===== config.mk =====
export PLATFORM = sky130hd
export DESIGN_NAME = ftr_regs
export DESIGN_NICKNAME = d
export VERILOG_FILES = /design/src/hdl/ftr_pkg.sv /design/src/hdl/ftr_bus_if.sv /design/src/hdl/ftr_regs.sv /design/src/hdl/ftr_apb_port.sv /design/src/hdl/ftr_decode.sv
export VERILOG_INCLUDE_DIRS = /design/src /design/src/hdl
export SDC_FILE = /design/constraint.sdc
export NUM_CORES = 1
export LEC_CHECK = 0
export ABC_AREA = 1
export ABC_CLOCK_PERIOD_IN_PS = 2450
export BUFFER_PORTS_ARGS = -buffer_cell sky130_fd_sc_hd__buf_2
export CORE_ASPECT_RATIO = 1.1
export CORE_MARGIN = 2
export CORE_UTILIZATION = 50
export CTS_BUF_LIST = sky130_fd_sc_hd__clkbuf_8
export DETAILED_ROUTE_END_ITERATION = 12
export GPL_TIMING_DRIVEN = 0
export PLACE_DENSITY = 0.86
export REMOVE_ABC_BUFFERS = 1
export SETUP_SLACK_MARGIN = 0.2
export SLEW_MARGIN = 20
export SYNTH_ARGS = -nofsm -noshare
export SYNTH_HDL_FRONTEND = slang
export SYNTH_HIERARCHICAL = 1
export SYNTH_SLANG_ARGS = --single-unit
export TNS_END_PERCENT = 30

===== constraint.sdc =====
create_clock -name clk -period 2.45 [get_ports clk]
set_input_delay 0.49 -clock clk [delete_from_list [all_inputs] [get_ports clk]]
set_output_delay 0.49 -clock clk [all_outputs]
set_load 0.005 [all_outputs]

===== src/hdl/ftr_cfg.svh =====
`ifndef FTR_CFG_SVH
`define FTR_CFG_SVH

// register indices; byte address = space base + 4 * index
`define FTR_IDX_FIELD_OFF    8'h2B
`define FTR_IDX_DRV_TIMING   8'h2B
`define FTR_IDX_REG_CTRL     8'h2C
`define FTR_SPACE_B_BIT      10
`define FTR_SPACE_A_BASE     12'h000
`define FTR_SPACE_B_BASE     12'h400

// reset values
`define FTR_RST_FIELD_OFF    8'h33
`define FTR_RST_REG_CTRL     8'h00

// field positions, field_off_threshold
`define FTR_PEER_MSB         6
`define FTR_PEER_LSB         4
`define FTR_COLL_MSB         3
`define FTR_COLL_LSB         0

// field positions, driver_timing_display
`define FTR_RATIO_MSB        7
`define FTR_RATIO_LSB        4
`define FTR_SPEED_MSB        2
`define FTR_SPEED_LSB        0

// field positions, regulator_voltage_control
`define FTR_MANUAL_BIT       7
`define FTR_EXT_MSB          6
`define FTR_EXT_LSB          3
`define FTR_MSEL_MSB         2
`define FTR_MSEL_LSB         0

`endif


===== src/hdl/ftr_pkg.sv =====
`default_nettype none
package ftr_pkg;

  typedef enum logic [2:0] {
    FTR_SPEED_SLOW     = 3'b000,
    FTR_SPEED_MED_SLOW = 3'b001,
    FTR_SPEED_NOMINAL  = 3'b010,
    FTR_SPEED_MED_FAST = 3'b011,
    FTR_SPEED_FAST     = 3'b100
  } ftr_speed_t;

  typedef enum logic [2:0] {
    FTR_SUP_MAIN    = 3'b000,
    FTR_SUP_ANALOG  = 3'b001,
    FTR_SUP_DIGITAL = 3'b010,
    FTR_SUP_RF      = 3'b011,
    FTR_SUP_AM      = 3'b100
  } ftr_supply_t;

endpackage
`default_nettype wire


===== src/hdl/ftr_bus_if.sv =====
`default_nettype none
interface ftr_bus_if;
  logic       wr_en;
  logic       space_b;
  logic [7:0] index;
  logic [7:0] wdata;
  logic [7:0] rdata;
  logic       hit;

  modport port (output wr_en, output space_b, output index, output wdata,
                input rdata, input hit);
  modport bank (input wr_en, input space_b, input index, input wdata,
                output rdata, output hit);
endinterface
`default_nettype wire


===== src/hdl/ftr_regs.sv =====
`default_nettype none
`include "ftr_cfg.svh"
module ftr_regs (
  input  wire logic        clk,                  // 200 MHz system clock
  input  wire logic        rst_n,                // async reset, active low
  input  wire logic        ce,                   // clock enable, freezes all state
  input  wire logic        psel,                 // apb select
  input  wire logic        penable,              // apb enable
  input  wire logic        pwrite,               // apb direction
  input  wire logic [11:0] paddr,                // apb byte address
  input  wire logic [31:0] pwdata,               // apb write data
  output logic      [31:0] prdata,               // apb read data
  output logic             pready,               // apb ready
  output logic             pslverr,              // apb error
  input  wire logic [3:0]  drv_ratio_in,         // driver transient ratio from tx
  input  wire logic [2:0]  drv_timing_in,        // driver timing code from tx
  input  wire logic [3:0]  adjust_code_in,       // adjust-regulators result
  output logic      [2:0]  peer_off_level,       // peer deactivation threshold code
  output logic      [3:0]  collision_off_level,  // collision deactivation code
  output logic             collision_fine_range, // collision code in fine range
  output logic             reg_manual_mode,      // regulators set from written code
  output logic      [3:0]  reg_code,             // regulated voltage code in use
  output logic      [2:0]  supply_sel,           // measure power supply source
  output logic             supply_valid,         // supply code not reserved
  output logic      [2:0]  drv_speed_class       // decoded driver speed class
);

  ftr_bus_if bus ();

  ftr_apb_port u_port (
    .clk     (clk),
    .rst_n   (rst_n),
    .ce      (ce),
    .psel    (psel),
    .penable (penable),
    .pwrite  (pwrite),
    .paddr   (paddr),
    .pwdata  (pwdata),
    .prdata  (prdata),
    .pready  (pready),
    .pslverr (pslverr),
    .bus     (bus.port)
  );

  logic [7:0] field_off_q, field_off_d;
  logic [7:0] reg_ctrl_q, reg_ctrl_d;
  logic [7:0] drv_disp_q, drv_disp_d;
  logic       sel_field_off, sel_reg_ctrl, sel_drv_disp;

  always_comb
  begin
    sel_field_off = !bus.space_b && (bus.index == `FTR_IDX_FIELD_OFF);
    sel_reg_ctrl  = !bus.space_b && (bus.index == `FTR_IDX_REG_CTRL);
    sel_drv_disp  = bus.space_b && (bus.index == `FTR_IDX_DRV_TIMING);
    bus.hit       = sel_field_off || sel_reg_ctrl || sel_drv_disp;
    bus.rdata     = 8'h00;
    if (sel_field_off)
    begin
      bus.rdata = field_off_q;
    end
    else if (sel_reg_ctrl)
    begin
      bus.rdata = reg_ctrl_q;
    end
    else if (sel_drv_disp)
    begin
      bus.rdata = drv_disp_q;
    end
  end

  // threshold register: bit 7 is unused and stays zero
  always_comb
  begin
    field_off_d = field_off_q;
    if (bus.wr_en && sel_field_off)
    begin
      field_off_d = {1'b0, bus.wdata[6:0]};
    end
  end

  always_ff @(posedge clk or negedge rst_n)
  begin
    if (!rst_n)
    begin
      field_off_q <= `FTR_RST_FIELD_OFF;
    end
    else if (ce)
    begin
      field_off_q <= field_off_d;
    end
  end

  // reserved supply codes are kept so software reads back what it wrote
  always_comb
  begin
    reg_ctrl_d = reg_ctrl_q;
    if (bus.wr_en && sel_reg_ctrl)
    begin
      reg_ctrl_d = bus.wdata;
    end
  end

  always_ff @(posedge clk or negedge rst_n)
  begin
    if (!rst_n)
    begin
      reg_ctrl_q <= `FTR_RST_REG_CTRL;
    end
    else if (ce)
    begin
      reg_ctrl_q <= reg_ctrl_d;
    end
  end

  // display follows the driver every cycle; a host write has no path here
  always_comb
  begin
    drv_disp_d = {drv_ratio_in, 1'b0, drv_timing_in};
  end

  always_ff @(posedge clk or negedge rst_n)
  begin
    if (!rst_n)
    begin
      drv_disp_q <= 8'h00;
    end
    else if (ce)
    begin
      drv_disp_q <= drv_disp_d;
    end
  end

  logic [3:0]             dec_code;
  ftr_pkg::ftr_supply_t   dec_supply;
  logic                   dec_valid;
  ftr_pkg::ftr_speed_t    dec_speed;

  ftr_decode u_decode (
    .reg_ctrl     (reg_ctrl_q),
    .adjust_code  (adjust_code_in),
    .speed_raw    (drv_disp_q[`FTR_SPEED_MSB:`FTR_SPEED_LSB]),
    .reg_code     (dec_code),
    .supply_sel   (dec_supply),
    .supply_valid (dec_valid),
    .speed_class  (dec_speed)
  );

  // outputs registered so the analog side sees glitch-free codes
  logic [2:0] peer_q, peer_d;
  logic [3:0] coll_q, coll_d;
  logic       fine_q, fine_d;
  logic       manual_q, manual_d;
  logic [3:0] code_q, code_d;
  logic [2:0] supply_q, supply_d;
  logic       valid_q, valid_d;
  logic [2:0] speed_q, speed_d;

  // threshold codes towards the field detector
  always_comb
  begin
    peer_d = field_off_q[`FTR_PEER_MSB:`FTR_PEER_LSB];
    coll_d = field_off_q[`FTR_COLL_MSB:`FTR_COLL_LSB];
    // range bit shared with the field-on register; software keeps them equal
    fine_d = field_off_q[`FTR_COLL_MSB];
  end

  always_ff @(posedge clk or negedge rst_n)
  begin
    if (!rst_n)
    begin
      peer_q <= 3'h3;
      coll_q <= 4'h3;
      fine_q <= 1'b0;
    end
    else if (ce)
    begin
      peer_q <= peer_d;
      coll_q <= coll_d;
      fine_q <= fine_d;
    end
  end

  // regulator and supply measurement selects
  always_comb
  begin
    manual_d = reg_ctrl_q[`FTR_MANUAL_BIT];
    code_d   = dec_code;
    supply_d = dec_supply;
    valid_d  = dec_valid;
  end

  always_ff @(posedge clk or negedge rst_n)
  begin
    if (!rst_n)
    begin
      manual_q <= 1'b0;
      code_q   <= 4'h0;
      supply_q <= 3'h0;
      valid_q  <= 1'b1;
    end
    else if (ce)
    begin
      manual_q <= manual_d;
      code_q   <= code_d;
      supply_q <= supply_d;
      valid_q  <= valid_d;
    end
  end

  // decoded driver speed, two cycles behind the driver inputs
  always_comb
  begin
    speed_d = dec_speed;
  end

  always_ff @(posedge clk or negedge rst_n)
  begin
    if (!rst_n)
    begin
      speed_q <= 3'h0;
    end
    else if (ce)
    begin
      speed_q <= speed_d;
    end
  end

  assign peer_off_level       = peer_q;
  assign collision_off_level  = coll_q;
  assign collision_fine_range = fine_q;
  assign reg_manual_mode      = manual_q;
  assign reg_code             = code_q;
  assign supply_sel           = supply_q;
  assign supply_valid         = valid_q;
  assign drv_speed_class      = speed_q;

endmodule
`default_nettype wire


===== src/hdl/ftr_apb_port.sv =====
`default_nettype none
`include "ftr_cfg.svh"
module ftr_apb_port (
  input  wire logic        clk,      // system clock
  input  wire logic        rst_n,    // async reset, active low
  input  wire logic        ce,       // clock enable
  input  wire logic        psel,     // apb select
  input  wire logic        penable,  // apb enable
  input  wire logic        pwrite,   // apb direction
  input  wire logic [11:0] paddr,    // apb byte address
  input  wire logic [31:0] pwdata,   // apb write data
  output logic      [31:0] prdata,   // apb read data
  output logic             pready,   // apb ready
  output logic             pslverr,  // apb error
  ftr_bus_if.port          bus       // register bank access
);

  logic        pready_q, pready_d;
  logic        pslverr_q, pslverr_d;
  logic [31:0] prdata_q, prdata_d;
  logic        setup;
  logic        ok;

  assign bus.space_b = paddr[`FTR_SPACE_B_BIT];
  assign bus.index   = paddr[9:2];
  assign bus.wdata   = pwdata[7:0];
  // only word aligned addresses inside the two spaces are mapped
  assign ok          = bus.hit && (paddr[1:0] == 2'b00) && !paddr[11];
  assign setup       = psel && !penable;
  assign bus.wr_en   = ce && psel && penable && pwrite && pready_q && ok;

  // answer is fixed: one access cycle, ready in the cycle after setup
  always_comb
  begin
    pready_d  = setup;
    pslverr_d = setup && !ok;
    prdata_d  = prdata_q;
    if (setup)
    begin
      prdata_d = {24'h00_0000, (ok && !pwrite) ? bus.rdata : 8'h00};
    end
  end

  always_ff @(posedge clk or negedge rst_n)
  begin
    if (!rst_n)
    begin
      pready_q  <= 1'b0;
      pslverr_q <= 1'b0;
      prdata_q  <= 32'h0000_0000;
    end
    else if (ce)
    begin
      pready_q  <= pready_d;
      pslverr_q <= pslverr_d;
      prdata_q  <= prdata_d;
    end
  end

  assign prdata  = prdata_q;
  assign pready  = pready_q;
  assign pslverr = pslverr_q;

endmodule
`default_nettype wire


===== src/hdl/ftr_decode.sv =====
`default_nettype none
`include "ftr_cfg.svh"
module ftr_decode (
  input  wire logic [7:0]          reg_ctrl,       // regulator control contents
  input  wire logic [3:0]          adjust_code,    // automatic adjust result
  input  wire logic [2:0]          speed_raw,      // raw driver timing code
  output logic      [3:0]          reg_code,       // regulated voltage code in use
  output ftr_pkg::ftr_supply_t     supply_sel,     // measured supply
  output logic                     supply_valid,   // supply code not reserved
  output ftr_pkg::ftr_speed_t      speed_class     // driver speed class
);

  always_comb
  begin
    // manual mode picks the written code, else the adjust result
    reg_code = reg_ctrl[`FTR_MANUAL_BIT] ? reg_ctrl[`FTR_EXT_MSB:`FTR_EXT_LSB]
                                         : adjust_code;
    supply_valid = (reg_ctrl[`FTR_MSEL_MSB:`FTR_MSEL_LSB] <= 3'h4);
    // reserved codes fall back to the main supply so the mux never sees them
    supply_sel = supply_valid
      ? ftr_pkg::ftr_supply_t'(reg_ctrl[`FTR_MSEL_MSB:`FTR_MSEL_LSB])
      : ftr_pkg::FTR_SUP_MAIN;
    // any code with the top bit set is fast
    speed_class = speed_raw[2] ? ftr_pkg::FTR_SPEED_FAST
                               : ftr_pkg::ftr_speed_t'(speed_raw);
  end

endmodule
`default_nettype wire


==> impl_metrics.json <==
{
  "globalplace.congestion": 0.870,
  "timing.final.crit_share_pct": 84.7,
  "powerDensity_mw_per_mm2": 488,
  "antenna_found_initial": 0,
  "cts_num_sinks": 51,
  "cp-start-kind": "input port",
  "final_antenna_net_count": 0,
  "initial_utilization_pct": 51.1,
  "ys_types": 30,
  "cp_max_fo": 13,
  "cp.arrival_ns": 2.27,
  "num_vias": 2135,
  "detail_route.first_pass.iterations": 4,
  "final-max-slew-violation-count": 0,
  "mostFrequentLayoutCell": "buf_2",
  "vias_per_cell": 4.93,
  "synthArstFlopShare_pct": 100,
  "status": "completed",
  "avgSynthCellArea_sq_um": 9.61,
  "hold_path.class": "in2async",
  "ys_seq_area_share_pct": 44.5,
  "die_h_um": 83.8,
  "synth_warnings": 6,
  "area_growth_pct": 10.3,
  "layout.cells.non_filler": 433,
  "drc": 0,
  "grt_pass1_wl_mm": 9.54,
  "final.setup.tns_ns": 0,
  "cts_tree": "done",
  "ios": 115,
  "core_sq_mm": 0.00566,
  "synth_area_sq_mm": 0.00289,
  "ctsHoldBuffers": 0,
  "mostFrequentLayoutCells": "buf_2, nand2_1, dfrtp_1, inv_1, mux2_2",
  "die-width_um": 76.5,
  "tightest_slew_ns": 0.779,
  "numCtsBuffers": 5,
  "finalNetCount": 416,
  "drt-initial-drc-count": 106,
  "setup_violations": 0,
  "antenna_cells": 0,
  "wl_mm": 5.92,
  "grt_max_degree": 52,
  "h-tree-depth": 2,
  "worstPathCellList": "buf_2 -> inv_4 -> nand2_4 -> nor2_8 -> o21a_1 -> inv_1 -> nor2_2 -> nand2_1 -> nor3_1 -> nand2_1 -> inv_2 -> buf_4 -> nand3_4 -> nand2_1 -> o21ai_2",
  "fin_ws_ns": 0.374,
  "skew_ns": 0.00476,
  "rsz0062_at_grt": "false",
  "crit_type": "in2reg",
  "synth_seq_cells": 51,
  "period_minus_slack_ns": 2.08,
  "clk_latency_ns": 0.30,
  "finalHoldViolCount": 0,
  "dp_cells": 416,
  "synth_flop_cell": "dfrtp_1",
  "grt_pass1_vias": 2077,
  "detail_route.wl_per_cell_um": 13.7,
  "row_count": 29,
  "path_clk_slew_ns": 0.09,
  "dp_slack_ns": -0.109,
  "p_leak_nw": 1.67,
  "crit_slowest_cell": "nor2_8",
  "cp_num_buf_inv": 5,
  "drive_above_1_share_pct": 41.6,
  "cp-end-kind": "flip-flop",
  "crit_top_cell": "nand2_1",
  "gr-total-overflow": 0,
  "synth-edff-count": 0,
  "fmax_mhz": 482,
  "hpwl_mm": 4.17,
  "maxCapViolCount": 0,
  "slew_headroom_pct": 48.1,
  "synth_cells": 301,
  "die-area_sq_mm": 0.00641,
  "crit_family": "simple AND/OR/NAND/NOR gates",
  "required_ns": 2.65,
  "cts_max_path_buffers": 2,
  "grt_util_all_layers_pct": 18.4,
  "cts-root-buf": "clkbuf_8",
  "peakVddDrop_mv": 0.304,
  "io_buffers": 66,
  "slowest_delay_ns": 0.19
}
where the power goes:
group / switching (mW) / leakage, nW / internal (mW)
Clock: 0.273 / 0.0526 / 0.228
Sequential: 0.0184 / 0.648 / 0.869
Combinational: 0.0999 / 0.964 / 0.0707
logic make-up (layout without fill, tap and decap cells):
family	Yosys count	after routing	synth area share, %
other	1	24	0.130
AND/OR/NAND/NOR	114	115	21.6
buffers and inverters	83	114	17.8
multiplexers	26	26	10.1
AO/OA/AOI/OAI	26	26	5.80
flip-flops	51	51	44.5
worst register-to-register path, delay by kind of cell (launching register included):
kind / cells / cell delay (ns)
and+or+nand+nor: 5 / 0.63
AOI/OAI and AO/OA: 1 / 0.05
DFF: 1 / 0.38
buffers and inverters: 2 / 0.26
cells in the mapped netlist (3+ instances only):
| library cell | n | share of area (%) |
|---|---|---|
| nand2_1 | 50 | 6.5 |
| buf_4 | 44 | 11 |
| dfrtp_1 | 42 | 36 |
| inv_1 | 29 | 3.8 |
| mux2_2 | 26 | 10 |
| nand3_1 | 19 | 3.3 |
| nand4_1 | 14 | 3.0 |
| nor2_1 | 10 | 1.3 |
| dfstp_2 | 9 | 8.2 |
| o21ai_1 | 8 | 1.4 |
| o21ai_2 | 8 | 2.4 |
| buf_6 | 4 | 1.6 |
| nand2_2 | 4 | 0.87 |
| o21ai_0 | 4 | 0.69 |
| a21oi_1 | 3 | 0.52 |
| nor2_2 | 3 | 0.65 |
| nor2_4 | 3 | 1.2 |
routing by layer:
metal / vias up / global-route usage, % / part of all wire [%]
met3: 10 / 4.00 / 4.4
met4: 0 / 5.62 / 1.5
li1: 1020 / - / -
met5: - / 0 / 0
met1: 1048 / 21.4 / 41
met2: 57 / 33.8 / 53
timing repair:
action,in CTS,in global routing
endpoints found under the setup margin,5,15
gates cloned,0,1
gates resized for setup,0,2
buffers inserted,0,8
pin swaps,1,2
state kept, by name, summed over array words and instances, names as in the netlist:
name,count
collision_off_level,4
drv_disp_q,7
drv_speed_class,3
field_off_q,7
peer_off_level,3
reg_code,4
reg_ctrl_q,8
reg_manual_mode,1
supply_sel,3
supply_valid,1
u_port/prdata,8
u_port/pready,1
u_port/pslverr,1
cell type report:
cell class,instances,area (sq um)
tap,77,96.3
inverter,32,125
fill,525,2470
sequential,51,1290
timing repair buffer,74,393
clock buffer,6,82.6
multi-input combinational,191,1190
clock inverter,2,12.5
path summary, 6_finish.rpt:
kind,start,end,slack [ns],cells past startpoint
max in group asynchronous,rst_n,drv_disp_q[6],1.83,1
worst min-delay path,rst_n,drv_speed_class[2],0.20,1
worst max register to register,u_port/pready,reg_ctrl_q[2],1.01,8
worst min register to register,field_off_q[5],field_off_q[5],0.49,2
worst max-delay path,paddr[10],reg_ctrl_q[2],0.37,15
min in group clk,pwdata[0],field_off_q[0],0.38,3
metrics by stage:
step	hold WS [ns]	power, mW	instance area [sq um]	utilization (%)
5_1_grt	0.242	1.63	3190	56.4
2_1_floorplan	0.194	0.976	2590	-
3_5_place_dp	0.467	1.07	3020	53.3
6_report	0.199	1.56	3190	56.4
3_3_place_gp	0.465	1.06	3020	53.3
4_1_cts	0.380	1.56	3110	55.0
Power figures use the tool's default switching activity.
